File: src/logic/spr_regs.svh
// Register indices, field positions and reset values of the two serial ports.
// Assumes byte address = 4 * index on a 32-bit Avalon-MM slave.
`ifndef SPR_REGS_SVH
`define SPR_REGS_SVH

// ----------------------------------------------------------------------------
// Register indices
// ----------------------------------------------------------------------------
`define SPR_IDX_E_DATA 8'hc8
`define SPR_IDX_E_ADDR_ZERO 8'hc9
`define SPR_IDX_E_ADDR_ONE 8'hca
`define SPR_IDX_E_STATUS 8'hcb
`define SPR_IDX_F_DATA 8'hd8
`define SPR_IDX_F_ADDR_ZERO 8'hd9
`define SPR_IDX_F_ADDR_ONE 8'hda
`define SPR_IDX_F_STATUS 8'hdb
`define SPR_IDX_CTRL 8'he0
`define SPR_IDX_INT_STATUS 8'he1
`define SPR_IDX_INT_MASK 8'he2
`define SPR_IDX_LSB 2
`define SPR_IDX_MSB 9

// ----------------------------------------------------------------------------
// Field positions
// ----------------------------------------------------------------------------
`define SPR_ST_RX_READY 7
`define SPR_ST_RX_ADDR 6
`define SPR_ST_OVERRUN 5
`define SPR_ST_TX_FULL 3
`define SPR_CTRL_HDLC_E 0
`define SPR_CTRL_HDLC_F 1
`define SPR_INT_RX 0
`define SPR_INT_TX_EMPTY 1
`define SPR_INT_OVERRUN 2
`define SPR_INT_F_BASE 4

// ----------------------------------------------------------------------------
// Reset values
// ----------------------------------------------------------------------------
`define SPR_CTRL_RESET 8'h00
`define SPR_INT_MASK_RESET 8'h00
`define SPR_BYTE_ZERO 8'h00
`define SPR_WORD_ZERO 32'h0000_0000

`endif

File: src/logic/spr_pkg.sv
// Types shared by the serial port register block.
// Assumes nothing beyond a SystemVerilog compiler.
`default_nettype none

package spr_pkg;

    // How a transmit byte was written
    typedef enum logic [1:0] {
        spr_tag_data,
        spr_tag_addr_zero,
        spr_tag_addr_one
    } spr_tag_t;

    // Byte handed to the transmitter
    typedef struct packed {
        logic [7:0] data;
        spr_tag_t tag;
        logic frame_end;
        logic send_crc;
    } spr_tx_t;

    // Byte offered by the receiver
    typedef struct packed {
        logic [7:0] data;
        logic addr_bit;
    } spr_rx_t;

endpackage

`default_nettype wire

File: src/logic/spr_irq.sv
// Sticky interrupt status with write-one-to-clear, a mask and one level output.
// Assumes set and clear strobes come from logic on the same clock.
`timescale 1ns/1ps
`default_nettype none
`include "spr_regs.svh"

module spr_irq #(
    parameter int WIDTH = 8
) (
    input wire logic clk, // System clock
    input wire logic reset, // Synchronous reset
    input wire logic [WIDTH-1:0] set_ev, // Event pulses
    input wire logic [WIDTH-1:0] hw_clr, // Clears from the ports
    input wire logic w1c_en, // Status write strobe
    input wire logic [WIDTH-1:0] w1c_data, // Ones clear bits
    input wire logic mask_wr, // Mask write strobe
    input wire logic [WIDTH-1:0] mask_data, // New mask
    output logic [WIDTH-1:0] status_r, // Sticky status
    output logic [WIDTH-1:0] mask_r, // Mask register
    output logic irq // Level interrupt
);

    logic [WIDTH-1:0] clr;

    assign clr = hw_clr | (w1c_en ? w1c_data : '0);

    // Set wins over a clear in the same cycle
    always_ff @(posedge clk) begin
        if (reset) begin
            status_r <= '0;
        end else begin
            status_r <= (status_r & ~clr) | set_ev;
        end
    end

    always_ff @(posedge clk) begin
        if (reset) begin
            mask_r <= WIDTH'(`SPR_INT_MASK_RESET);
        end else if (mask_wr) begin
            mask_r <= mask_data;
        end
    end

    assign irq = |(status_r & mask_r);

endmodule

`default_nettype wire

File: src/logic/spr_port.sv
// One serial port: receive buffer, transmit buffer, status and receive interrupt.
// Assumes the transmitter and receiver run on the same clock.
`timescale 1ns/1ps
`default_nettype none
`include "spr_regs.svh"

module spr_port (
    input wire logic clk, // System clock
    input wire logic reset, // Synchronous reset
    input wire logic hdlc_mode, // One for HDLC, zero for async
    input wire logic wr_en, // Transmit buffer write
    input wire spr_pkg::spr_tag_t wr_tag, // Which register was written
    input wire logic [7:0] wr_data, // Written byte
    input wire logic rd_buf, // Receive buffer read accepted
    input wire logic rx_hold, // Freeze receive buffer during a read
    input wire logic st_wr, // Status register written
    output spr_pkg::spr_tx_t tx, // Byte to transmitter
    output logic tx_valid, // Transmit byte waiting
    input wire logic tx_ready, // Transmitter takes byte
    input wire spr_pkg::spr_rx_t rx, // Byte from receiver
    input wire logic rx_valid, // Receiver has a byte
    output logic rx_ready, // Buffer takes byte
    input wire logic rx_overrun, // Receiver lost a byte
    output logic [7:0] rx_buf, // Receive buffer contents
    output logic [7:0] status, // Status byte
    output logic rx_irq_ff, // Receiver interrupt flip-flop
    output logic ev_rx, // Byte loaded into buffer
    output logic ev_tx_empty // Transmit buffer emptied
);

    spr_pkg::spr_rx_t rx_r;
    spr_pkg::spr_tx_t tx_r;
    logic rx_full_r;
    logic ovr_r;
    logic irq_r;
    logic tx_full_r;
    logic rx_load;
    logic tx_drop;

    // A read frees the buffer in the same cycle, so the next byte moves in at once
    assign rx_ready = !rx_hold && (!rx_full_r || rd_buf);
    assign rx_load = rx_valid && rx_ready;
    assign tx_drop = tx_full_r && !wr_en && ((tx_valid && tx_ready) || st_wr);

    always_ff @(posedge clk) begin
        if (reset) begin
            rx_r <= '0;
            rx_full_r <= 1'b0;
        end else if (rx_load) begin
            rx_r <= rx;
            rx_full_r <= 1'b1;
        end else if (rd_buf) begin
            rx_full_r <= 1'b0;
        end
    end

    // Load sets, read clears; a reload on the read cycle keeps it set
    always_ff @(posedge clk) begin
        if (reset) begin
            irq_r <= 1'b0;
        end else if (rx_load) begin
            irq_r <= 1'b1;
        end else if (rd_buf) begin
            irq_r <= 1'b0;
        end
    end

    always_ff @(posedge clk) begin
        if (reset) begin
            ovr_r <= 1'b0;
        end else if (rx_overrun) begin
            ovr_r <= 1'b1;
        end else if (rd_buf) begin
            ovr_r <= 1'b0;
        end
    end

    // A write while full overwrites the waiting byte
    always_ff @(posedge clk) begin
        if (reset) begin
            tx_r <= '0;
            tx_full_r <= 1'b0;
        end else if (wr_en) begin
            tx_r.data <= wr_data;
            tx_r.tag <= wr_tag;
            tx_r.frame_end <= hdlc_mode && (wr_tag != spr_pkg::spr_tag_data);
            tx_r.send_crc <= hdlc_mode && (wr_tag == spr_pkg::spr_tag_addr_zero);
            tx_full_r <= 1'b1;
        end else if (tx_drop) begin
            tx_full_r <= 1'b0;
        end
    end

    assign tx = tx_r;
    assign tx_valid = tx_full_r;
    assign rx_buf = rx_r.data;
    assign rx_irq_ff = irq_r;
    assign ev_rx = rx_load;
    assign ev_tx_empty = tx_drop;

    always_comb begin
        status = `SPR_BYTE_ZERO;
        status[`SPR_ST_RX_READY] = rx_full_r;
        status[`SPR_ST_RX_ADDR] = rx_r.addr_bit;
        status[`SPR_ST_OVERRUN] = ovr_r;
        status[`SPR_ST_TX_FULL] = tx_full_r;
    end

endmodule

`default_nettype wire

File: src/logic/spr_top.sv
// Register block of serial ports E and F on an Avalon-MM slave with waitrequest.
// Assumes one clock for bus, transmitters and receivers; receivers bring their own FIFO.
//
// What this block does
// - Reading the data, address-zero or address-one register returns the port's receive byte.
// - Writing the data register loads the transmit buffer with a plain data byte.
// - Writing the address-zero register loads the transmit buffer as an address byte with bit 0.
// - In HDLC mode a last byte written as address-zero ends the frame with CRC and flag.
// - Writing the address-one register loads the transmit buffer as an address byte with bit 1.
// - In HDLC mode a last byte written as address-one ends the frame with a flag and no CRC.
// - Status bit 7 is one while a received byte waits in the buffer, else zero.
// - A byte arriving in the receive buffer sets the receiver interrupt flip-flop.
// - Reading the receive buffer clears the receiver interrupt flip-flop.
// - When more bytes wait, a read moves the next one in and sets the flip-flop again.
// - Status bit 3 sets on a transmit write, clears on hand-off or status write, and its fall interrupts.
// - Status bit 5 flags a receive overrun and clears when the buffer is read.
`timescale 1ns/1ps
`default_nettype none
`include "spr_regs.svh"

module spr_top (
    input wire logic clk, // 40 MHz system clock
    input wire logic reset, // Synchronous, active high
    input wire logic [9:0] address, // Avalon byte address
    input wire logic read, // Avalon read
    input wire logic write, // Avalon write
    input wire logic [31:0] writedata, // Avalon write data
    input wire logic [3:0] byteenable, // Avalon byte enables
    output logic [31:0] readdata, // Avalon read data
    output logic waitrequest, // Avalon wait
    output logic irq, // Level interrupt
    output spr_pkg::spr_tx_t tx_e, // Port E byte to transmitter
    output logic tx_e_valid, // Port E byte waiting
    input wire logic tx_e_ready, // Port E transmitter takes it
    input wire spr_pkg::spr_rx_t rx_e, // Port E byte from receiver
    input wire logic rx_e_valid, // Port E receiver has byte
    output logic rx_e_ready, // Port E buffer takes byte
    input wire logic rx_e_overrun, // Port E receiver lost a byte
    output spr_pkg::spr_tx_t tx_f, // Port F byte to transmitter
    output logic tx_f_valid, // Port F byte waiting
    input wire logic tx_f_ready, // Port F transmitter takes it
    input wire spr_pkg::spr_rx_t rx_f, // Port F byte from receiver
    input wire logic rx_f_valid, // Port F receiver has byte
    output logic rx_f_ready, // Port F buffer takes byte
    input wire logic rx_f_overrun // Port F receiver lost a byte
);

    // ------------------------------------------------------------------------
    // Bus handshake
    // ------------------------------------------------------------------------
    // Every access takes exactly one wait state: read data is captured in the
    // first cycle and the access takes effect at the edge of the second.
    logic ack_r;
    logic req;
    logic accept;
    logic wr_ok;
    logic rd_ok;
    logic [7:0] idx;
    logic [31:0] readdata_r;
    logic [31:0] rd_mux;

    assign req = read || write;
    assign accept = req && ack_r;
    assign waitrequest = req && !ack_r;
    assign idx = address[`SPR_IDX_MSB:`SPR_IDX_LSB];
    assign wr_ok = accept && write && byteenable[0];
    assign rd_ok = accept && read;
    assign readdata = readdata_r;

    always_ff @(posedge clk) begin
        if (reset) begin
            ack_r <= 1'b0;
        end else begin
            ack_r <= req && !ack_r;
        end
    end

    // ------------------------------------------------------------------------
    // Address decode
    // ------------------------------------------------------------------------
    logic e_tx_sel;
    logic f_tx_sel;
    logic e_buf_sel;
    logic f_buf_sel;
    spr_pkg::spr_tag_t e_tag;
    spr_pkg::spr_tag_t f_tag;

    always_comb begin
        e_buf_sel = 1'b1;
        e_tag = spr_pkg::spr_tag_data;
        case (idx)
            `SPR_IDX_E_DATA: e_tag = spr_pkg::spr_tag_data;
            `SPR_IDX_E_ADDR_ZERO: e_tag = spr_pkg::spr_tag_addr_zero;
            `SPR_IDX_E_ADDR_ONE: e_tag = spr_pkg::spr_tag_addr_one;
            default: e_buf_sel = 1'b0;
        endcase
    end

    always_comb begin
        f_buf_sel = 1'b1;
        f_tag = spr_pkg::spr_tag_data;
        case (idx)
            `SPR_IDX_F_DATA: f_tag = spr_pkg::spr_tag_data;
            `SPR_IDX_F_ADDR_ZERO: f_tag = spr_pkg::spr_tag_addr_zero;
            `SPR_IDX_F_ADDR_ONE: f_tag = spr_pkg::spr_tag_addr_one;
            default: f_buf_sel = 1'b0;
        endcase
    end

    assign e_tx_sel = wr_ok && e_buf_sel;
    assign f_tx_sel = wr_ok && f_buf_sel;

    // ------------------------------------------------------------------------
    // Control register
    // ------------------------------------------------------------------------
    logic [7:0] ctrl_r;

    always_ff @(posedge clk) begin
        if (reset) begin
            ctrl_r <= `SPR_CTRL_RESET;
        end else if (wr_ok && idx == `SPR_IDX_CTRL) begin
            ctrl_r <= writedata[7:0];
        end
    end

    // ------------------------------------------------------------------------
    // Ports
    // ------------------------------------------------------------------------
    logic [7:0] e_rx_buf;
    logic [7:0] f_rx_buf;
    logic [7:0] e_status;
    logic [7:0] f_status;
    logic e_rx_irq;
    logic f_rx_irq;
    logic e_ev_rx;
    logic f_ev_rx;
    logic e_ev_tx;
    logic f_ev_tx;
    logic e_rd;
    logic f_rd;
    logic e_st_wr;
    logic f_st_wr;

    // Loads are frozen while a buffer read waits, so captured data stays true
    assign e_rd = rd_ok && e_buf_sel;
    assign f_rd = rd_ok && f_buf_sel;
    assign e_st_wr = wr_ok && idx == `SPR_IDX_E_STATUS;
    assign f_st_wr = wr_ok && idx == `SPR_IDX_F_STATUS;

    spr_port u_port_e (
        .clk(clk),
        .reset(reset),
        .hdlc_mode(ctrl_r[`SPR_CTRL_HDLC_E]),
        .wr_en(e_tx_sel),
        .wr_tag(e_tag),
        .wr_data(writedata[7:0]),
        .rd_buf(e_rd),
        .rx_hold(waitrequest && read && e_buf_sel),
        .st_wr(e_st_wr),
        .tx(tx_e),
        .tx_valid(tx_e_valid),
        .tx_ready(tx_e_ready),
        .rx(rx_e),
        .rx_valid(rx_e_valid),
        .rx_ready(rx_e_ready),
        .rx_overrun(rx_e_overrun),
        .rx_buf(e_rx_buf),
        .status(e_status),
        .rx_irq_ff(e_rx_irq),
        .ev_rx(e_ev_rx),
        .ev_tx_empty(e_ev_tx)
    );

    spr_port u_port_f (
        .clk(clk),
        .reset(reset),
        .hdlc_mode(ctrl_r[`SPR_CTRL_HDLC_F]),
        .wr_en(f_tx_sel),
        .wr_tag(f_tag),
        .wr_data(writedata[7:0]),
        .rd_buf(f_rd),
        .rx_hold(waitrequest && read && f_buf_sel),
        .st_wr(f_st_wr),
        .tx(tx_f),
        .tx_valid(tx_f_valid),
        .tx_ready(tx_f_ready),
        .rx(rx_f),
        .rx_valid(rx_f_valid),
        .rx_ready(rx_f_ready),
        .rx_overrun(rx_f_overrun),
        .rx_buf(f_rx_buf),
        .status(f_status),
        .rx_irq_ff(f_rx_irq),
        .ev_rx(f_ev_rx),
        .ev_tx_empty(f_ev_tx)
    );

    // ------------------------------------------------------------------------
    // Interrupts
    // ------------------------------------------------------------------------
    // The rx bit follows the port flip-flop: set on a load, cleared by a read.
    logic [7:0] int_set;
    logic [7:0] int_clr;
    logic [7:0] int_status;
    logic [7:0] int_mask;

    always_comb begin
        int_set = `SPR_BYTE_ZERO;
        int_clr = `SPR_BYTE_ZERO;
        int_set[`SPR_INT_RX] = e_ev_rx;
        int_set[`SPR_INT_TX_EMPTY] = e_ev_tx;
        int_set[`SPR_INT_OVERRUN] = rx_e_overrun;
        int_set[`SPR_INT_F_BASE + `SPR_INT_RX] = f_ev_rx;
        int_set[`SPR_INT_F_BASE + `SPR_INT_TX_EMPTY] = f_ev_tx;
        int_set[`SPR_INT_F_BASE + `SPR_INT_OVERRUN] = rx_f_overrun;
        int_clr[`SPR_INT_RX] = e_rd;
        int_clr[`SPR_INT_TX_EMPTY] = e_tx_sel || e_st_wr;
        int_clr[`SPR_INT_F_BASE + `SPR_INT_RX] = f_rd;
        int_clr[`SPR_INT_F_BASE + `SPR_INT_TX_EMPTY] = f_tx_sel || f_st_wr;
    end

    spr_irq #(
        .WIDTH(8)
    ) u_irq (
        .clk(clk),
        .reset(reset),
        .set_ev(int_set),
        .hw_clr(int_clr),
        .w1c_en(wr_ok && idx == `SPR_IDX_INT_STATUS),
        .w1c_data(writedata[7:0]),
        .mask_wr(wr_ok && idx == `SPR_IDX_INT_MASK),
        .mask_data(writedata[7:0]),
        .status_r(int_status),
        .mask_r(int_mask),
        .irq(irq)
    );

    // ------------------------------------------------------------------------
    // Read data
    // ------------------------------------------------------------------------
    always_comb begin
        rd_mux = `SPR_WORD_ZERO;
        case (idx)
            `SPR_IDX_E_DATA, `SPR_IDX_E_ADDR_ZERO, `SPR_IDX_E_ADDR_ONE: begin
                rd_mux[7:0] = e_rx_buf;
            end
            `SPR_IDX_F_DATA, `SPR_IDX_F_ADDR_ZERO, `SPR_IDX_F_ADDR_ONE: begin
                rd_mux[7:0] = f_rx_buf;
            end
            `SPR_IDX_E_STATUS: rd_mux[7:0] = e_status;
            `SPR_IDX_F_STATUS: rd_mux[7:0] = f_status;
            `SPR_IDX_CTRL: rd_mux[7:0] = ctrl_r;
            `SPR_IDX_INT_STATUS: rd_mux[7:0] = int_status;
            `SPR_IDX_INT_MASK: rd_mux[7:0] = int_mask;
            default: rd_mux = `SPR_WORD_ZERO;
        endcase
    end

    always_ff @(posedge clk) begin
        if (reset) begin
            readdata_r <= `SPR_WORD_ZERO;
        end else if (waitrequest && read) begin
            readdata_r <= rd_mux;
        end
    end
endmodule

`default_nettype wire

File: config.mk
export PLATFORM = sky130hd
export DESIGN_NAME = spr_top
export DESIGN_NICKNAME = d
export VERILOG_FILES = /design/src/logic/spr_pkg.sv /design/src/logic/spr_irq.sv /design/src/logic/spr_port.sv /design/src/logic/spr_top.sv
export VERILOG_INCLUDE_DIRS = /design/src /design/src/logic
export SDC_FILE = /design/constraint.sdc
export NUM_CORES = 1
export LEC_CHECK = 0
export BUFFER_PORTS_ARGS = -buffer_cell sky130_fd_sc_hd__buf_2
export CORE_ASPECT_RATIO = 0.5
export CORE_MARGIN = 1.5
export CORE_UTILIZATION = 49
export DETAILED_ROUTE_END_ITERATION = 16
export HOLD_SLACK_MARGIN = 0.15
export PLACE_DENSITY = 0.81
export SETUP_SLACK_MARGIN = 0.4
export SKIP_CTS_REPAIR_TIMING = 1
export SLEW_MARGIN = 30
export SYNTH_ARGS = -nofsm -noshare
export SYNTH_HDL_FRONTEND = slang
export SYNTH_SLANG_ARGS = --single-unit
File: constraint.sdc
create_clock -name clk -period 2.9 [get_ports clk]
set_input_delay 0.435 -clock clk [delete_from_list [all_inputs] [get_ports clk]]
set_output_delay 0.435 -clock clk [all_outputs]
set_load 0.005 [all_outputs]
==> impl_results.md <==
- Status: complete, no violations
- Start point of the worst min-delay path: writedata[7]
- Gp weighted congestion: 0.908
- Worst slew slack as a fraction of its limit: 40.3%
- CTS tree: done
- Worst reg2reg setup slack: 0.77 ns
- Insertion delay to the later sink of the worst-skew pair: 0.34 ns
- Post-synthesis cell count: 419
- Max-slew violation total from the final report: 0
- Maximum clock rate: 429 MHz
- Number of H-tree levels: 3
- Worst hold slack: 0.327 ns
- Top cells by area, synth: sky130_fd_sc_hd__dfxtp_1 44%, sky130_fd_sc_hd__mux2i_1 12%, sky130_fd_sc_hd__nor2_1 6.1%
- Largest net degree at the start of global routing: 51
- Worst setup path class: in2out
- Buffer depth of the longest clock path: 2
- Yosys top cell by area: sky130_fd_sc_hd__dfxtp_1
- Number of clock buffers inserted by TritonCTS: 9
- Global-route wire length before repair: 14.8 mm
- Path type of the worst min-delay path: in2reg
- Total iterations of the first detailed-routing run: 5
- Vias in the first global route: 2996
- Type of destination of the critical path: output pin
- Static Leak: 2.00 nW
- Distinct cell type count of the synthesized netlist: 45
- Detailed Route Iter0 Violations: 335
- Overall track demand over capacity in global routing: 23.8%
- Final critical-path share of the clock period: 80.3%
- Reg-to-reg critical path endpoint: u_port_e.rx_buf[1]
- Data required, critical path: 2.47 ns
- Floorplan Core Area: 7270 um2
- Final worst clock skew: 0.00416 ns
- Final number of setup-violating endpoints: 0
- Fraction of final layout cells with drive strength greater than 1: 23.1%
- Via-to-Cell Ratio: 5.51
- Post-synthesis to final-layout area growth: 20.0%
- Number of primary I/O pins: 136
- Rows: 22
- Final cell utilization of the core: 60.3%
- Number of diodes: 0
- Shortest period the worst path allows: 2.33 ns
- Post-route setup TNS: 0 ns
- Post-synth ARST share: 0%
- IR Drop Worst-Case VDD: 0.291 mV
- Number of input and output port buffers inserted: 82
- Most frequently used flop master after synthesis: sky130_fd_sc_hd__dfxtp_1
- Arrival time of the worst setup path: 1.89 ns
- Worst-path clk slew: 0.06 ns
- Die outline width: 125 um
- Height of the die: 64.1 um
- CTS sink cnt: 81
- Dpl ws: 0.395 ns
- Power Dens Cells: 563 nW/um2
- Post-synth design cell area: 3650 um2
- Top-area cell type share of the netlist area: 44.4%
- Final wirelength: 9.44 mm
- Wire length per cell: 15.6 um
- Commonest cells in the synthesized netlist: 81 x sky130_fd_sc_hd__dfxtp_1, 59 x sky130_fd_sc_hd__nor2_1, 56 x sky130_fd_sc_hd__nand2_1, 42 x sky130_fd_sc_hd__mux2i_1, 36 x sky130_fd_sc_hd__a21oi_1
- Element type at the critical path start: primary input
- Number of enable flip-flop cells after synthesis: 0
- Final worst setup slack: 0.571 ns
- Post-synthesis sequential element count: 81
- Beginning of the worst register-to-register path: ack_r
- Cell chosen for the clock root: sky130_fd_sc_hd__clkbuf_16
- Average cell area after synthesis: 8.72 um2
- Sequential area share after synthesis: 44.4%
- Initial antenna violation count: 0
- Hold violation count in the final report: 0
- Maximum net fanout on the critical path: 9
- Number of nets in the layout: 576
- Filler Cell Count: 619
- Total vias in the final route: 3325
- Slew @ Worst Pin: 0.896 ns
- Aggregate global routing overflow: 0
- HPWL reported at the end of detailed placement: 6.75 mm
- Warnings, synthesis: 0
- Max-cap violations: 0
- Design Area, Final: 4380 um2
- Cells on Worst Hold Path: 2
- Antenna violation net count after detailed routing: 0
- Number of cells on the worst reg-to-reg path: 6
- Hold Path Sink: u_irq.status_r[7]
- Initial cell density of the core: 50.3%
- Die footprint: 8010 um2
- # DRC: 0
- Setup repair after global routing missed its margin: no
- Placed Area: 4090 um2
- Most numerous cell in the Yosys netlist: sky130_fd_sc_hd__dfxtp_1
==> worst max-delay path, cell delays in order <==
cell and delay (ns):
sky130_fd_sc_hd__buf_2 0.17, sky130_fd_sc_hd__or3b_4 0.42, sky130_fd_sc_hd__nor3_1 0.55, sky130_fd_sc_hd__a22oi_1 0.16, sky130_fd_sc_hd__buf_2 0.17
==> worst max-delay path by stage <==
stage / start / to / slack (ns) / cells past startpoint
final: address[6] / rx_e_ready / 0.57 / 5
after global routing: address[6] / rx_e_ready / 0.49 / 5
after CTS: address[6] / rx_e_ready / 0.62 / 5
after detailed placement: address[6] / u_port_e.rx_buf[7] / 0.39 / 7
after global placement: address[6] / u_port_e.rx_buf[0] / 0.43 / 7
after floorplan: address[6] / u_port_e.rx_buf[1] / 0.63 / 7
==> metal layers <==
layer | GRT usage (%) | part of all wire (%) | vias to the layer above
met5 | 0 | 0 | -
met4 | 6.96 | 1.3 | 0
met3 | 8.21 | 9.9 | 17
met2 | 35.5 | 44 | 164
met1 | 32.7 | 45 | 1561
li1 | - | - | 1583
==> state kept, by name, indices dropped and copies added, names as in the netlist, 8 cells and up <==
signal	count
u_port_e.tx	12
u_port_f.tx	12
ctrl_r	8
readdata	8
u_irq.mask_r	8
u_irq.status_r	8
u_port_e.rx_buf	8
u_port_f.rx_buf	8
==> through the flow <==
stage	std cells	power, mW
5_1_grt	603	2.55
6_report	603	2.47
4_1_cts	603	2.47
3_5_place_dp	587	1.38
2_1_floorplan	442	1.32
3_3_place_gp	587	1.37
==> layout by cell type, fill, tap and decap left out, types with 5 or more instances in the layout <==
cell type and instances:
sky130_fd_sc_hd__nand2b_1 7, sky130_fd_sc_hd__clkbuf_16 9, sky130_fd_sc_hd__nand2_1 56, sky130_fd_sc_hd__a22oi_1 12
sky130_fd_sc_hd__conb_1 24, sky130_fd_sc_hd__nand3_1 8, sky130_fd_sc_hd__a211oi_1 5, sky130_fd_sc_hd__o21ai_0 9
sky130_fd_sc_hd__a21oi_1 36, sky130_fd_sc_hd__nor3_1 6, sky130_fd_sc_hd__nand3b_1 9, sky130_fd_sc_hd__buf_4 13
sky130_fd_sc_hd__dfxtp_1 81, sky130_fd_sc_hd__nor2_1 59, sky130_fd_sc_hd__buf_2 82, sky130_fd_sc_hd__mux2i_1 42
==> kinds of logic (layout without fill, tap and decap cells) <==
logic type	after synthesis	count (layout)	share of synthesized area, %
simple gates	164	164	20.8
buf+inv	49	114	7.98
flops	81	81	44.4
compound gates	79	79	13.6
mux	45	45	13.2
other cells	1	24	0.103
==> power by group <==
group,switching [mW],total [mW],internal [mW]
sequential,0.0199,1.16,1.14
clock,0.439,1.11,0.668
combinational,0.118,0.199,0.0806
==> layout make-up <==
class,instances,area (um2),area share (%)
Multi-Input combinational cell,312,1830,41.8
Clock buffer,12,236,5.39
Timing Repair Buffer,95,508,11.6
Clock inverter,4,53.8,1.23
Inverter,3,11.3,0.257
Tap cell,96,120,2.74
Sequential cell,81,1620,37.0
Power figures use the tool's default switching activity.
